===== config.mk =====
export PLATFORM = sky130hd
export DESIGN_NAME = brm_core_state
export DESIGN_NICKNAME = d
export VERILOG_FILES = /design/src/inc/brm_pkg.sv /design/src/inc/brm_pipe_if.sv /design/src/hdl/brm_pipe.sv /design/src/hdl/brm_core_state.sv
export VERILOG_INCLUDE_DIRS = /design/src /design/src/inc
export SDC_FILE = /design/constraint.sdc
export NUM_CORES = 2
export LEC_CHECK = 0
export BUFFER_PORTS_ARGS = -buffer_cell sky130_fd_sc_hd__buf_4
export CORE_ASPECT_RATIO = 1.5
export CORE_UTILIZATION = 30
export CTS_BUF_LIST = sky130_fd_sc_hd__clkbuf_8
export DETAILED_ROUTE_END_ITERATION = 7
export PLACE_DENSITY = 0.52
export RECOVER_POWER = 25
export REMOVE_ABC_BUFFERS = 1
export SETUP_SLACK_MARGIN = 0.1
export SYNTH_ARGS = -nofsm -noshare
export SYNTH_HDL_FRONTEND = slang
export SYNTH_SLANG_ARGS = --single-unit

===== constraint.sdc =====
create_clock -name core_clk -period 3.7 [get_ports core_clk]
set_clock_uncertainty 0.05 [all_clocks]
set_input_delay 0.185 -clock core_clk [delete_from_list [all_inputs] [get_ports core_clk]]
set_output_delay 0.185 -clock core_clk [all_outputs]
set_load 0.02 [all_outputs]

===== src/inc/brm_map.svh =====
`ifndef BRM_MAP_SVH
`define BRM_MAP_SVH

// Operating mode encodings
`define BRM_MODE_USR      5'h10
`define BRM_MODE_FIQ      5'h11
`define BRM_MODE_IRQ      5'h12
`define BRM_MODE_SVC      5'h13
`define BRM_MODE_ABT      5'h17
`define BRM_MODE_UND      5'h1B
`define BRM_MODE_SYS      5'h1F

// Status word layout
`define BRM_SR_MODE_HI    4
`define BRM_SR_T          5
`define BRM_SR_F          6
`define BRM_SR_I          7
`define BRM_SR_J          24
`define BRM_SR_RESET      32'h000000D3

// Physical register file slots
`define BRM_NUM_PHYS      31
`define BRM_PH_R8_FIQ     5'h0D
`define BRM_PH_BANK_USR   5'h12
`define BRM_PH_BANK_SVC   5'h14
`define BRM_PH_BANK_ABT   5'h16
`define BRM_PH_BANK_UND   5'h18
`define BRM_PH_BANK_IRQ   5'h1A
`define BRM_PH_BANK_FIQ   5'h1C
`define BRM_PH_PC         5'h1E

// Saved status slots
`define BRM_NUM_SAVED     5
`define BRM_SV_SVC        3'h0
`define BRM_SV_ABT        3'h1
`define BRM_SV_UND        3'h2
`define BRM_SV_IRQ        3'h3
`define BRM_SV_FIQ        3'h4

// Architectural register numbers
`define BRM_REG_R8        4'h8
`define BRM_REG_SP        4'hD
`define BRM_REG_LR        4'hE
`define BRM_REG_PC        4'hF

// Access sizes
`define BRM_SZ_BYTE       2'h0
`define BRM_SZ_HALF       2'h1
`define BRM_SZ_WORD       2'h2

// Bytecodes at or above this value run as native sequences
`define BRM_BC_EXPAND_MIN 8'hC0

// Pipeline stage slots
`define BRM_PIPE_STAGES   6
`define BRM_STG_ENTRY_BC  0
`define BRM_STG_ENTRY_NAT 1
`define BRM_STG_EXE       3

`endif


===== src/inc/brm_pkg.sv =====
package brm_pkg;

   typedef enum logic [2:0] {
      brm_is_word = 3'b001,
      brm_is_half = 3'b010,
      brm_is_byte = 3'b100
   } brm_istate_t;

   typedef enum logic [2:0] {
      brm_k_plain                    = 3'h0,
      brm_k_branch_exchange          = 3'h1,
      brm_k_branch_link_exchange     = 3'h2,
      brm_k_load_pc                  = 3'h3,
      brm_k_branch_exchange_bytecode = 3'h4,
      brm_k_return                   = 3'h5,
      brm_k_mode_write               = 3'h6
   } brm_kind_t;

endpackage : brm_pkg


===== src/inc/brm_pipe_if.sv =====
`timescale 1ns/100ps
`default_nettype none
interface brm_pipe_if;
   logic        issue;
   logic        bytecode;
   logic [3:0]  dst;
   logic [3:0]  src_a;
   logic [3:0]  src_b;
   logic        flush;
   logic [31:0] res_data;
   logic        hazard;
   logic        fwd_a;
   logic        fwd_b;
   logic [31:0] fwd_a_data;
   logic [31:0] fwd_b_data;
   logic        wb_valid;
   logic [3:0]  wb_dst;
   logic [31:0] wb_data;

   modport ctl (output issue, bytecode, dst, src_a, src_b, flush, res_data,
                input  hazard, fwd_a, fwd_b, fwd_a_data, fwd_b_data, wb_valid, wb_dst, wb_data);
   modport pipe (input  issue, bytecode, dst, src_a, src_b, flush, res_data,
                 output hazard, fwd_a, fwd_b, fwd_a_data, fwd_b_data, wb_valid, wb_dst, wb_data);
endinterface : brm_pipe_if
`default_nettype wire


===== src/hdl/brm_pipe.sv =====
`timescale 1ns/100ps
`default_nettype none
`include "brm_map.svh"
module brm_pipe #(
   parameter int STAGES = `BRM_PIPE_STAGES
) (
   input wire logic  core_clk,
   input wire logic  resetn,
   brm_pipe_if.pipe  pif
);
   generate
      if (STAGES != `BRM_PIPE_STAGES) begin : g_chk
         $error("brm_pipe: stage count fixed by state depths");
      end
   endgenerate

   logic [STAGES-1:0] vld_r;
   logic [STAGES-1:0] vld_nxt;
   logic [STAGES-1:0] has_r;
   logic [STAGES-1:0] has_nxt;
   logic [3:0]        dst_r   [STAGES];
   logic [3:0]        dst_nxt [STAGES];
   logic [31:0]       dat_r   [STAGES];
   logic [31:0]       dat_nxt [STAGES];

   // Only instructions that write a register are tracked
   always_comb begin
      vld_nxt = '0;
      has_nxt = '0;
      for (int s = 0; s < STAGES; s++) begin
         dst_nxt[s] = 4'h0;
         dat_nxt[s] = 32'h00000000;
      end
      for (int s = 1; s < STAGES; s++) begin
         vld_nxt[s] = vld_r[s-1];
         has_nxt[s] = has_r[s-1];
         dst_nxt[s] = dst_r[s-1];
         dat_nxt[s] = dat_r[s-1];
      end
      // Result is taken as the entry leaves execute
      if (vld_r[`BRM_STG_EXE]) begin
         has_nxt[`BRM_STG_EXE+1] = 1'b1;
         dat_nxt[`BRM_STG_EXE+1] = pif.res_data;
      end
      if (pif.flush) begin
         for (int s = 0; s <= `BRM_STG_EXE; s++) begin
            vld_nxt[s] = 1'b0;
         end
      end
      // Bytecode enters one slot earlier: two decode cycles
      if (pif.issue) begin
         if (pif.bytecode) begin
            vld_nxt[`BRM_STG_ENTRY_BC] = 1'b1;
            dst_nxt[`BRM_STG_ENTRY_BC] = pif.dst;
         end else begin
            vld_nxt[`BRM_STG_ENTRY_NAT] = 1'b1;
            dst_nxt[`BRM_STG_ENTRY_NAT] = pif.dst;
         end
      end
   end

   // Stall on a producer not yet past execute, else forward youngest
   always_comb begin
      pif.hazard     = 1'b0;
      pif.fwd_a      = 1'b0;
      pif.fwd_b      = 1'b0;
      pif.fwd_a_data = 32'h00000000;
      pif.fwd_b_data = 32'h00000000;
      for (int s = 0; s <= `BRM_STG_EXE; s++) begin
         if (vld_r[s] && (dst_r[s] == pif.src_a || dst_r[s] == pif.src_b)) begin
            pif.hazard = 1'b1;
         end
      end
      for (int s = STAGES - 1; s > `BRM_STG_EXE; s--) begin
         if (vld_r[s] && has_r[s] && dst_r[s] == pif.src_a) begin
            pif.fwd_a      = 1'b1;
            pif.fwd_a_data = dat_r[s];
         end
         if (vld_r[s] && has_r[s] && dst_r[s] == pif.src_b) begin
            pif.fwd_b      = 1'b1;
            pif.fwd_b_data = dat_r[s];
         end
      end
   end

   assign pif.wb_valid = vld_r[STAGES-1];
   assign pif.wb_dst   = dst_r[STAGES-1];
   assign pif.wb_data  = dat_r[STAGES-1];

   always_ff @(posedge core_clk or negedge resetn) begin
      if (!resetn) begin
         vld_r <= '0;
         has_r <= '0;
         for (int s = 0; s < STAGES; s++) begin
            dst_r[s] <= 4'h0;
            dat_r[s] <= 32'h00000000;
         end
      end else begin
         vld_r <= vld_nxt;
         has_r <= has_nxt;
         dst_r <= dst_nxt;
         dat_r <= dat_nxt;
      end
   end
endmodule : brm_pipe
`default_nettype wire


===== src/hdl/brm_core_state.sv =====
// Contract
// - Three states: word, halfword, bytecode instructions.
// - Bytecode state fetches always whole words.
// - Branch exchanges or pc loads toggle word/half.
// - Word/bytecode switch only by bytecode branch; exception entry and return also switch it here.
// - Exceptions run word state; return restores state.
// - Word and half states: five-stage pipeline.
// - Bytecode state: six stages, two decode.
// - Word, half aligned; bytes anywhere.
// - Detect register hazards; stall or forward.
// - Common bytecodes direct; rare ones expanded.
// - Interrupt in bytecode forces word state, restartable.
// - Seven modes; all but user privileged.
// - Aborts enter abort; undefined enters undefined.
// - Mode changes by software or exceptions.
// - 31 general plus six status registers.
// - Per-mode banking of r13/r14, fiq r8-r14.
// - Status word holds five-bit mode field.
// - Bytecode bit set means bytecode state.
// - Exception entry saves status into target slot.
`timescale 1ns/100ps
`default_nettype none
`include "brm_map.svh"
module brm_core_state #(
   parameter int DATA_W = 32
) (
   input  wire logic        core_clk,
   input  wire logic        resetn,
   input  wire logic        iss_valid,
   input  wire logic [2:0]  iss_kind,
   input  wire logic [3:0]  iss_src_a,
   input  wire logic [3:0]  iss_src_b,
   input  wire logic [3:0]  iss_dst,
   input  wire logic        iss_dst_en,
   input  wire logic        iss_tgt_lsb,
   input  wire logic [4:0]  iss_mode,
   input  wire logic [31:0] iss_link,
   input  wire logic [31:0] res_data,
   input  wire logic        exc_dabort,
   input  wire logic        exc_pabort,
   input  wire logic        exc_undef,
   input  wire logic        exc_swi,
   input  wire logic        fiq_pin,
   input  wire logic        irq_pin,
   input  wire logic [31:0] exc_link,
   input  wire logic        dacc_valid,
   input  wire logic [1:0]  dacc_size,
   input  wire logic [1:0]  dacc_addr_lo,
   input  wire logic [31:0] fetch_pc,
   input  wire logic        bc_valid,
   input  wire logic [7:0]  bc_opcode,
   output logic             iss_done_r,
   output logic             iss_stall_r,
   output logic [31:0]      rd_a_data_r,
   output logic [31:0]      rd_b_data_r,
   output logic [31:0]      current_status_word_r,
   output logic [2:0]       istate_r,
   output logic             privileged_r,
   output logic             exc_taken_r,
   output logic [4:0]       exc_mode_r,
   output logic             dacc_fault_r,
   output logic [31:0]      ifetch_addr_r,
   output logic [1:0]       ifetch_size_r,
   output logic             bc_native_r,
   output logic             bc_expand_r
);
   generate
      if (DATA_W != 32) begin : g_chk
         $error("brm_core_state: only 32-bit data is served");
      end
   endgenerate

   // Six status words: one current plus five saved
   logic [31:0] cur_nxt;
   logic [31:0] saved_status_word_r   [`BRM_NUM_SAVED];
   logic [31:0] saved_status_word_nxt [`BRM_NUM_SAVED];
   // 31 physical general registers, program counter included
   logic [31:0] regs_r   [`BRM_NUM_PHYS];
   logic [31:0] regs_nxt [`BRM_NUM_PHYS];
   logic        fiq_s1_r, fiq_s1_nxt, fiq_s2_r, fiq_s2_nxt;
   logic        irq_s1_r, irq_s1_nxt, irq_s2_r, irq_s2_nxt;
   logic        iss_done_nxt, iss_stall_nxt, privileged_nxt, exc_taken_nxt;
   logic        dacc_fault_nxt, bc_native_nxt, bc_expand_nxt;
   logic [31:0] rd_a_nxt, rd_b_nxt, ifetch_addr_nxt;
   logic [2:0]  istate_nxt;
   logic [4:0]  exc_mode_nxt;
   logic [1:0]  ifetch_size_nxt;

   brm_pipe_if pif ();

   brm_pipe #(
      .STAGES (`BRM_PIPE_STAGES)
   ) u_pipe (
      .core_clk (core_clk),
      .resetn   (resetn),
      .pif      (pif)
   );

   // Banked slot for a register number in a mode
   function automatic logic [4:0] phys_idx(input logic [3:0] r, input logic [4:0] m);
      logic [4:0] base;
      base = `BRM_PH_BANK_USR;
      case (m)
         `BRM_MODE_SVC: base = `BRM_PH_BANK_SVC;
         `BRM_MODE_ABT: base = `BRM_PH_BANK_ABT;
         `BRM_MODE_UND: base = `BRM_PH_BANK_UND;
         `BRM_MODE_IRQ: base = `BRM_PH_BANK_IRQ;
         `BRM_MODE_FIQ: base = `BRM_PH_BANK_FIQ;
         default:       base = `BRM_PH_BANK_USR;
      endcase
      if (r == `BRM_REG_PC) begin
         return `BRM_PH_PC;
      end else if (r < `BRM_REG_R8) begin
         return {1'b0, r};
      end else if (r < `BRM_REG_SP) begin
         if (m == `BRM_MODE_FIQ) begin
            return 5'(`BRM_PH_R8_FIQ + {1'b0, r} - {1'b0, `BRM_REG_R8});
         end
         return {1'b0, r};
      end
      return 5'(base + {4'h0, (r == `BRM_REG_LR)});
   endfunction : phys_idx

   // User and system own no saved slot; callers check mode first
   function automatic logic [2:0] saved_idx(input logic [4:0] m);
      case (m)
         `BRM_MODE_ABT: return `BRM_SV_ABT;
         `BRM_MODE_UND: return `BRM_SV_UND;
         `BRM_MODE_IRQ: return `BRM_SV_IRQ;
         `BRM_MODE_FIQ: return `BRM_SV_FIQ;
         default:       return `BRM_SV_SVC;
      endcase
   endfunction : saved_idx

   function automatic logic mode_known(input logic [4:0] m);
      case (m)
         `BRM_MODE_USR, `BRM_MODE_FIQ, `BRM_MODE_IRQ, `BRM_MODE_SVC,
         `BRM_MODE_ABT, `BRM_MODE_UND, `BRM_MODE_SYS: return 1'b1;
         default: return 1'b0;
      endcase
   endfunction : mode_known

   // Bytecode bit wins; otherwise the halfword bit picks
   function automatic brm_pkg::brm_istate_t state_of(input logic [31:0] sr);
      if (sr[`BRM_SR_J]) begin
         return brm_pkg::brm_is_byte;
      end else if (sr[`BRM_SR_T]) begin
         return brm_pkg::brm_is_half;
      end
      return brm_pkg::brm_is_word;
   endfunction : state_of

   always_comb begin
      logic [4:0]              mode;
      logic [4:0]              new_mode;
      logic                    exc_any;
      logic                    dfault;
      logic                    accept;
      logic                    flush;
      brm_pkg::brm_istate_t    st;
      brm_pkg::brm_kind_t      kind;
      mode     = current_status_word_r[`BRM_SR_MODE_HI:0];
      st       = state_of(current_status_word_r);
      kind     = brm_pkg::brm_kind_t'(iss_kind);
      // Word on four, half on two, byte anywhere
      dfault = dacc_valid &&
               ((dacc_size == `BRM_SZ_WORD && dacc_addr_lo != 2'h0) ||
                (dacc_size == `BRM_SZ_HALF && dacc_addr_lo[0]));
      new_mode = `BRM_MODE_SVC;
      exc_any  = 1'b0;
      accept   = 1'b0;
      flush    = 1'b0;
      cur_nxt  = current_status_word_r;
      saved_status_word_nxt = saved_status_word_r;
      regs_nxt = regs_r;
      fiq_s1_nxt = fiq_pin;
      fiq_s2_nxt = fiq_s1_r;
      irq_s1_nxt = irq_pin;
      irq_s2_nxt = irq_s1_r;
      rd_a_nxt   = rd_a_data_r;
      rd_b_nxt   = rd_b_data_r;
      exc_mode_nxt = exc_mode_r;

      // Data abort outranks fast interrupt so a bus error is never lost
      if (exc_dabort || dfault) begin
         exc_any  = 1'b1;
         new_mode = `BRM_MODE_ABT;
      end else if (fiq_s2_r && !current_status_word_r[`BRM_SR_F]) begin
         exc_any  = 1'b1;
         new_mode = `BRM_MODE_FIQ;
      end else if (irq_s2_r && !current_status_word_r[`BRM_SR_I]) begin
         exc_any  = 1'b1;
         new_mode = `BRM_MODE_IRQ;
      end else if (exc_pabort) begin
         exc_any  = 1'b1;
         new_mode = `BRM_MODE_ABT;
      end else if (exc_undef) begin
         exc_any  = 1'b1;
         new_mode = `BRM_MODE_UND;
      end else if (exc_swi) begin
         exc_any  = 1'b1;
         new_mode = `BRM_MODE_SVC;
      end

      // Retire first so a same-cycle link write below takes precedence
      if (pif.wb_valid) begin
         regs_nxt[phys_idx(pif.wb_dst, mode)] = pif.wb_data;
      end

      if (exc_any) begin
         saved_status_word_nxt[saved_idx(new_mode)] = current_status_word_r;
         cur_nxt[`BRM_SR_MODE_HI:0] = new_mode;
         // Handler always in word state; interrupted bytecode reruns
         cur_nxt[`BRM_SR_T] = 1'b0;
         cur_nxt[`BRM_SR_J] = 1'b0;
         cur_nxt[`BRM_SR_I] = 1'b1;
         if (new_mode == `BRM_MODE_FIQ) begin
            cur_nxt[`BRM_SR_F] = 1'b1;
         end
         regs_nxt[phys_idx(`BRM_REG_LR, new_mode)] = exc_link;
         exc_mode_nxt = new_mode;
         flush = 1'b1;
      end else if (iss_valid && !pif.hazard) begin
         accept = 1'b1;
         rd_a_nxt = pif.fwd_a ? pif.fwd_a_data : regs_r[phys_idx(iss_src_a, mode)];
         rd_b_nxt = pif.fwd_b ? pif.fwd_b_data : regs_r[phys_idx(iss_src_b, mode)];
         case (kind)
            brm_pkg::brm_k_branch_exchange, brm_pkg::brm_k_load_pc: begin
               if (st != brm_pkg::brm_is_byte) begin
                  cur_nxt[`BRM_SR_T] = iss_tgt_lsb;
               end
            end
            brm_pkg::brm_k_branch_link_exchange: begin
               if (st != brm_pkg::brm_is_byte) begin
                  cur_nxt[`BRM_SR_T] = iss_tgt_lsb;
               end
               regs_nxt[phys_idx(`BRM_REG_LR, mode)] = iss_link;
            end
            brm_pkg::brm_k_branch_exchange_bytecode: begin
               // Halfword state has no direct path to bytecode
               if (st == brm_pkg::brm_is_word) begin
                  cur_nxt[`BRM_SR_J] = 1'b1;
               end else if (st == brm_pkg::brm_is_byte) begin
                  cur_nxt[`BRM_SR_J] = 1'b0;
               end
            end
            brm_pkg::brm_k_return: begin
               if (mode != `BRM_MODE_USR && mode != `BRM_MODE_SYS) begin
                  cur_nxt = saved_status_word_r[saved_idx(mode)];
               end
            end
            brm_pkg::brm_k_mode_write: begin
               // User may not leave user mode
               if (mode != `BRM_MODE_USR && mode_known(iss_mode)) begin
                  cur_nxt[`BRM_SR_MODE_HI:0] = iss_mode;
               end
            end
            default: begin
            end
         endcase
         // Younger work fetched in the old state is discarded
         if (cur_nxt[`BRM_SR_J] != current_status_word_r[`BRM_SR_J] ||
             cur_nxt[`BRM_SR_T] != current_status_word_r[`BRM_SR_T]) begin
            flush = 1'b1;
         end
      end

      pif.issue    = accept && iss_dst_en && kind == brm_pkg::brm_k_plain;
      pif.bytecode = (st == brm_pkg::brm_is_byte);
      pif.dst      = iss_dst;
      pif.src_a    = iss_src_a;
      pif.src_b    = iss_src_b;
      pif.flush    = flush;
      pif.res_data = res_data;

      iss_done_nxt   = accept;
      iss_stall_nxt  = iss_valid && !accept;
      exc_taken_nxt  = exc_any;
      dacc_fault_nxt = dfault;
      istate_nxt     = state_of(cur_nxt);
      privileged_nxt = cur_nxt[`BRM_SR_MODE_HI:0] != `BRM_MODE_USR;

      // Byte-aligned code still fetched a word at a time
      if (st == brm_pkg::brm_is_half) begin
         ifetch_size_nxt = `BRM_SZ_HALF;
         ifetch_addr_nxt = {fetch_pc[31:1], 1'b0};
      end else begin
         ifetch_size_nxt = `BRM_SZ_WORD;
         ifetch_addr_nxt = {fetch_pc[31:2], 2'h0};
      end

      // Rare bytecodes go to a native sequence instead of direct decode
      bc_native_nxt = bc_valid && st == brm_pkg::brm_is_byte &&
                      bc_opcode < `BRM_BC_EXPAND_MIN;
      bc_expand_nxt = bc_valid && st == brm_pkg::brm_is_byte &&
                      bc_opcode >= `BRM_BC_EXPAND_MIN;
   end

   always_ff @(posedge core_clk or negedge resetn) begin
      if (!resetn) begin
         current_status_word_r <= `BRM_SR_RESET;
         for (int i = 0; i < `BRM_NUM_SAVED; i++) begin
            saved_status_word_r[i] <= 32'h00000000;
         end
         for (int i = 0; i < `BRM_NUM_PHYS; i++) begin
            regs_r[i] <= 32'h00000000;
         end
         fiq_s1_r      <= 1'b0;
         fiq_s2_r      <= 1'b0;
         irq_s1_r      <= 1'b0;
         irq_s2_r      <= 1'b0;
         iss_done_r    <= 1'b0;
         iss_stall_r   <= 1'b0;
         rd_a_data_r   <= 32'h00000000;
         rd_b_data_r   <= 32'h00000000;
         istate_r      <= brm_pkg::brm_is_word;
         privileged_r  <= 1'b1;
         exc_taken_r   <= 1'b0;
         exc_mode_r    <= `BRM_MODE_SVC;
         dacc_fault_r  <= 1'b0;
         ifetch_addr_r <= 32'h00000000;
         ifetch_size_r <= `BRM_SZ_WORD;
         bc_native_r   <= 1'b0;
         bc_expand_r   <= 1'b0;
      end else begin
         current_status_word_r <= cur_nxt;
         saved_status_word_r   <= saved_status_word_nxt;
         regs_r        <= regs_nxt;
         fiq_s1_r      <= fiq_s1_nxt;
         fiq_s2_r      <= fiq_s2_nxt;
         irq_s1_r      <= irq_s1_nxt;
         irq_s2_r      <= irq_s2_nxt;
         iss_done_r    <= iss_done_nxt;
         iss_stall_r   <= iss_stall_nxt;
         rd_a_data_r   <= rd_a_nxt;
         rd_b_data_r   <= rd_b_nxt;
         istate_r      <= istate_nxt;
         privileged_r  <= privileged_nxt;
         exc_taken_r   <= exc_taken_nxt;
         exc_mode_r    <= exc_mode_nxt;
         dacc_fault_r  <= dacc_fault_nxt;
         ifetch_addr_r <= ifetch_addr_nxt;
         ifetch_size_r <= ifetch_size_nxt;
         bc_native_r   <= bc_native_nxt;
         bc_expand_r   <= bc_expand_nxt;
      end
   end
endmodule : brm_core_state
`default_nettype wire


==> flow_metrics.py <==
metrics = {
    "outcome": {
        "status": "complete, but fails checks",
        "violations": "capacitance limit, slew limit",
    },
    "grt": {
        "overflow": 0,
        "grt_pass1_wl_um": 505000,
        "grt_pass1_vias": 69400,
        "grt_max_degree": 110,
        "track_usage_pct": 27.2,
        "antenna_found_initial": 37,
    },
    "sta": {
        "slew_violations": 258,
        "fmax_mhz": 280,
        "hold_viol": 0,
        "rsz0062_at_grt": "yes",
        "setup_viol": 0,
        "fin_crit_sh_pct": 96.7,
        "finalCriticalPeriod_ns": 3.58,
        "relSlewSlack_pct": -59.6,
        "tns_ns": 0,
        "tightest_slew_ns": 2.39,
    },
    "run": {
        "maxCapViolCount": 5,
    },
    "placed_design": {
        "place_inst": 11200,
        "hpwl_um": 216000,
        "place_congestion": 0.894,
        "port_buffers": 308,
    },
    "power": {
        "power_density_nw_per_um2": 410,
        "vdd_drop_max_v": 0.000303,
        "p_leak_uw": 0.0420,
        "total_power_uw": 38000,
    },
    "floorplanning": {
        "fp.dieH_um": 617,
        "core_area_um2": 251000,
        "start_util_pct": 30.2,
        "ios": 318,
        "die-area_um2": 254000,
        "row_count": 225,
        "die_x_um": 412,
    },
    "min_path": {
        "hold_path_depth": 5,
        "hold_end": "regs_r[290]",
        "hp-class": "input pin to flop",
        "hp-start": "iss_link[2]",
    },
    "drt": {
        "firstDrtPassIters": 8,
        "drc": 0,
        "drt-vias-per-instance": 5.87,
        "wirelength_um": 356000,
        "drtIter0Drc": 7649,
        "num_vias": 69800,
        "wl_per_cell_um": 29.9,
        "ant_nets": 0,
    },
    "worst_setup_path": {
        "crit_family": "simple AND/OR/NAND/NOR gates",
        "cp_slowest_stage_delay_ns": 0.89,
        "cp.required_ns": 4.52,
        "slowest_stage": "nor2_4",
        "r2r_setup_slack_ns": 0.12,
        "rr_worst_depth": 10,
        "startpoint": "current_status_word_r[4]",
        "path_cells": "or4b_1 -> buf_4 -> o22ai_4 -> o221ai_2 -> buf_12 -> nor2_4 -> buf_4 -> nand3_1 -> o2111ai_1 -> o2bb2ai_1",
        "crit_arrival_ns": 4.39,
        "cp_common_cell": "buf_4",
        "critPathBufInv": 3,
        "worstReg2RegEnd": "rd_a_data_r[11]",
        "path_class": "flop to flop",
        "cp_max_fo": 15,
        "end_kind": "flop",
        "rr_startpoint": "current_status_word_r[4]",
        "start_kind": "flop",
    },
    "yosys": {
        "syn_area_per_cell_um2": 9.69,
        "ys_types": 96,
        "ys_seq_elements": 1393,
        "syn_inst": 7814,
        "synth_edf_count": 0,
        "synth_flop_cell": "dfrtp_1",
        "yosysWarnings": 0,
        "synth.most_common_cell": "nand2_1",
        "ys_seq_area_share_pct": 46.1,
        "yosysTopAreaCell": "dfrtp_1",
        "synth_top_cells_by_area": "dfrtp_1 46%, mux2_2 13%, nand2_1 7.6%, mux2i_1 4.6%, nand3_1 2.9%",
        "synthTopCellsByCount": "1539 x nand2_1, 1383 x dfrtp_1, 882 x mux2_2, 436 x nand3_1, 431 x a21oi_1",
        "synth_top_area_share_pct": 45.7,
        "netlist_area_um2": 75700,
        "synthArstFlopShare_pct": 100,
    },
    "clock_network": {
        "max-clock-path-buffers": 4,
        "cts_tree": "done",
        "root_buffer": "clkbuf_8",
        "clk_pin_slew_ns": 0.07,
        "clk_latency_ns": 1.04,
        "clkSinkCount": 1393,
        "htree_num_levels": 4,
        "numCtsBuffers": 229,
    },
    "finish": {
        "area_delta_synth_final_pct": 22.4,
        "fin_util_pct": 37.0,
        "layout-drive-gt1-share_pct": 25.3,
        "fill_cells": 25000,
        "stdcell_count": 11900,
        "fin_nets": 8593,
    },
}
==> layout make-up <==
type / count / area (um^2) / share of cell area [%]
Inverter: 18 / 70.1 / 0.0756
Timing Repair Buffer: 1112 / 11000 / 11.9
Sequential cell: 1393 / 34900 / 37.6
Multi-Input combinational cell: 5657 / 37900 / 40.8
Tap cell: 3291 / 4120 / 4.44
Clock buffer: 293 / 4030 / 4.35
Clock inverter: 116 / 663 / 0.715
Antenna cell: 18 / 45.0 / 0.0486
==> worst min-delay path, delay by kind of cell <==
kind,cells,cell delay (ns)
AOI/OAI and AO/OA,2,0.23
buffers and inverters,2,0.67
and+or+nand+nor,1,0.03
==> stage by stage <==
stage | setup WS (ns) | hold slack [ns] | area [um^2]
after floorplan | -7.68 | -0.161 | 72300
after global placement | -0.110 | 0.244 | 85000
after detailed placement | -0.112 | 0.245 | 85000
after CTS | 0.102 | 0.000155 | 92700
after global routing | 0.0758 | 0.0619 | 92700
final | 0.123 | 0.0573 | 92700
==> cells in the final DEF (no fill, tap or decap), types with 15 or more instances in the layout <==
cell type and count:
and2_1 49, o21ai_0 349, nor2_4 24, dlygate4sd3_1 290, o2111ai_1 16, o221ai_1 27, diode_2 18, inv_1 100
dfrtp_1 1382, nand2_1 1528, a211oi_1 148, nand3_1 430, a32oi_1 19, a22o_1 25, clkbuf_8 293, a221o_1 17
nor4_1 29, nor2_1 146, buf_12 157, nand4_1 15, mux2_1 51, buf_4 605, a21o_1 57, and3_1 163
o2bb2ai_1 21, a21oi_1 431, a22oi_1 168, a311oi_1 59, o22ai_1 31, a221oi_1 62, a21boi_0 24, a31oi_1 129
mux2_2 882, clkinv_2 18, o21ai_1 41, nor3_1 24, xor2_1 46, clkbuf_4 34, o211ai_1 40, mux2i_1 349
==> flip-flops by register name, summed over array words and instances, names as in the netlist, 2 cells and up <==
name,flops
saved_status_word_r,160
ifetch_size_r,2
u_pipe.dat_nxt,32
u_pipe.pif.wb_data,32
current_status_word_r,32
u_pipe.dst_nxt,16
regs_r,992
rd_b_data_r,32
istate_r,3
ifetch_addr_r,31
u_pipe.vld_r,5
rd_a_data_r,32
u_pipe.pif.wb_dst,4
exc_mode_r,4
u_pipe.dst_r,4
==> where the power goes <==
part / internal, uW / total (uW) / switching, uW
combinational: 2540 / 6860 / 4320
clock: 7480 / 14400 / 6930
sequential: 16000 / 16700 / 747
==> worst max path at each step <==
stage               cells after the start  slack [ns]               to
CTS                                    13        0.10  rd_a_data_r[22]
global route                           12        0.08   rd_a_data_r[4]
finish                                 10        0.12  rd_a_data_r[11]
detailed placement                     12       -0.11  rd_b_data_r[25]
global placement                       12       -0.11  rd_b_data_r[25]
floorplan                               9       -7.68  rd_b_data_r[13]
==> kinds of logic (layout without fill, tap and decap cells) <==
logic type | after synthesis | count (layout) | share of synthesized area (%)
AND/OR/NAND/NOR | 2533 | 2533 | 14.8
AO/OA/AOI/OAI | 1780 | 1780 | 15.4
flip-flops | 1393 | 1393 | 46.1
multiplexers | 1282 | 1282 | 18.5
buffers and inverters | 764 | 1539 | 4.59
XOR/XNOR | 51 | 51 | 0.590
adder cells (fa/ha/maj) | 9 | 9 | 0.149
other | 2 | 20 | 0.00992
==> per-layer routing <==
metal  vias to the layer above  global-route usage [%]  routed length [um]
met3                      1300                    6.28               31100
met4                        38                    19.6               29900
li1                      29300                       -                   -
met5                         -                       0                 276
met2                      4012                    42.6              160000
met1                     35100                    32.8              134000
==> what timing repair did <==
item / 4_1_cts / 5_1_grt
setup endpoints to repair: 7 / 44
pin swaps: 1 / 5
gates resized for setup: 5 / 19
hold buffers: 291 / 0
endpoints found under the hold margin: 1726 / 0
buffers inserted: 3 / 8
No activity file was read; power rests on OpenSTA's default activity.
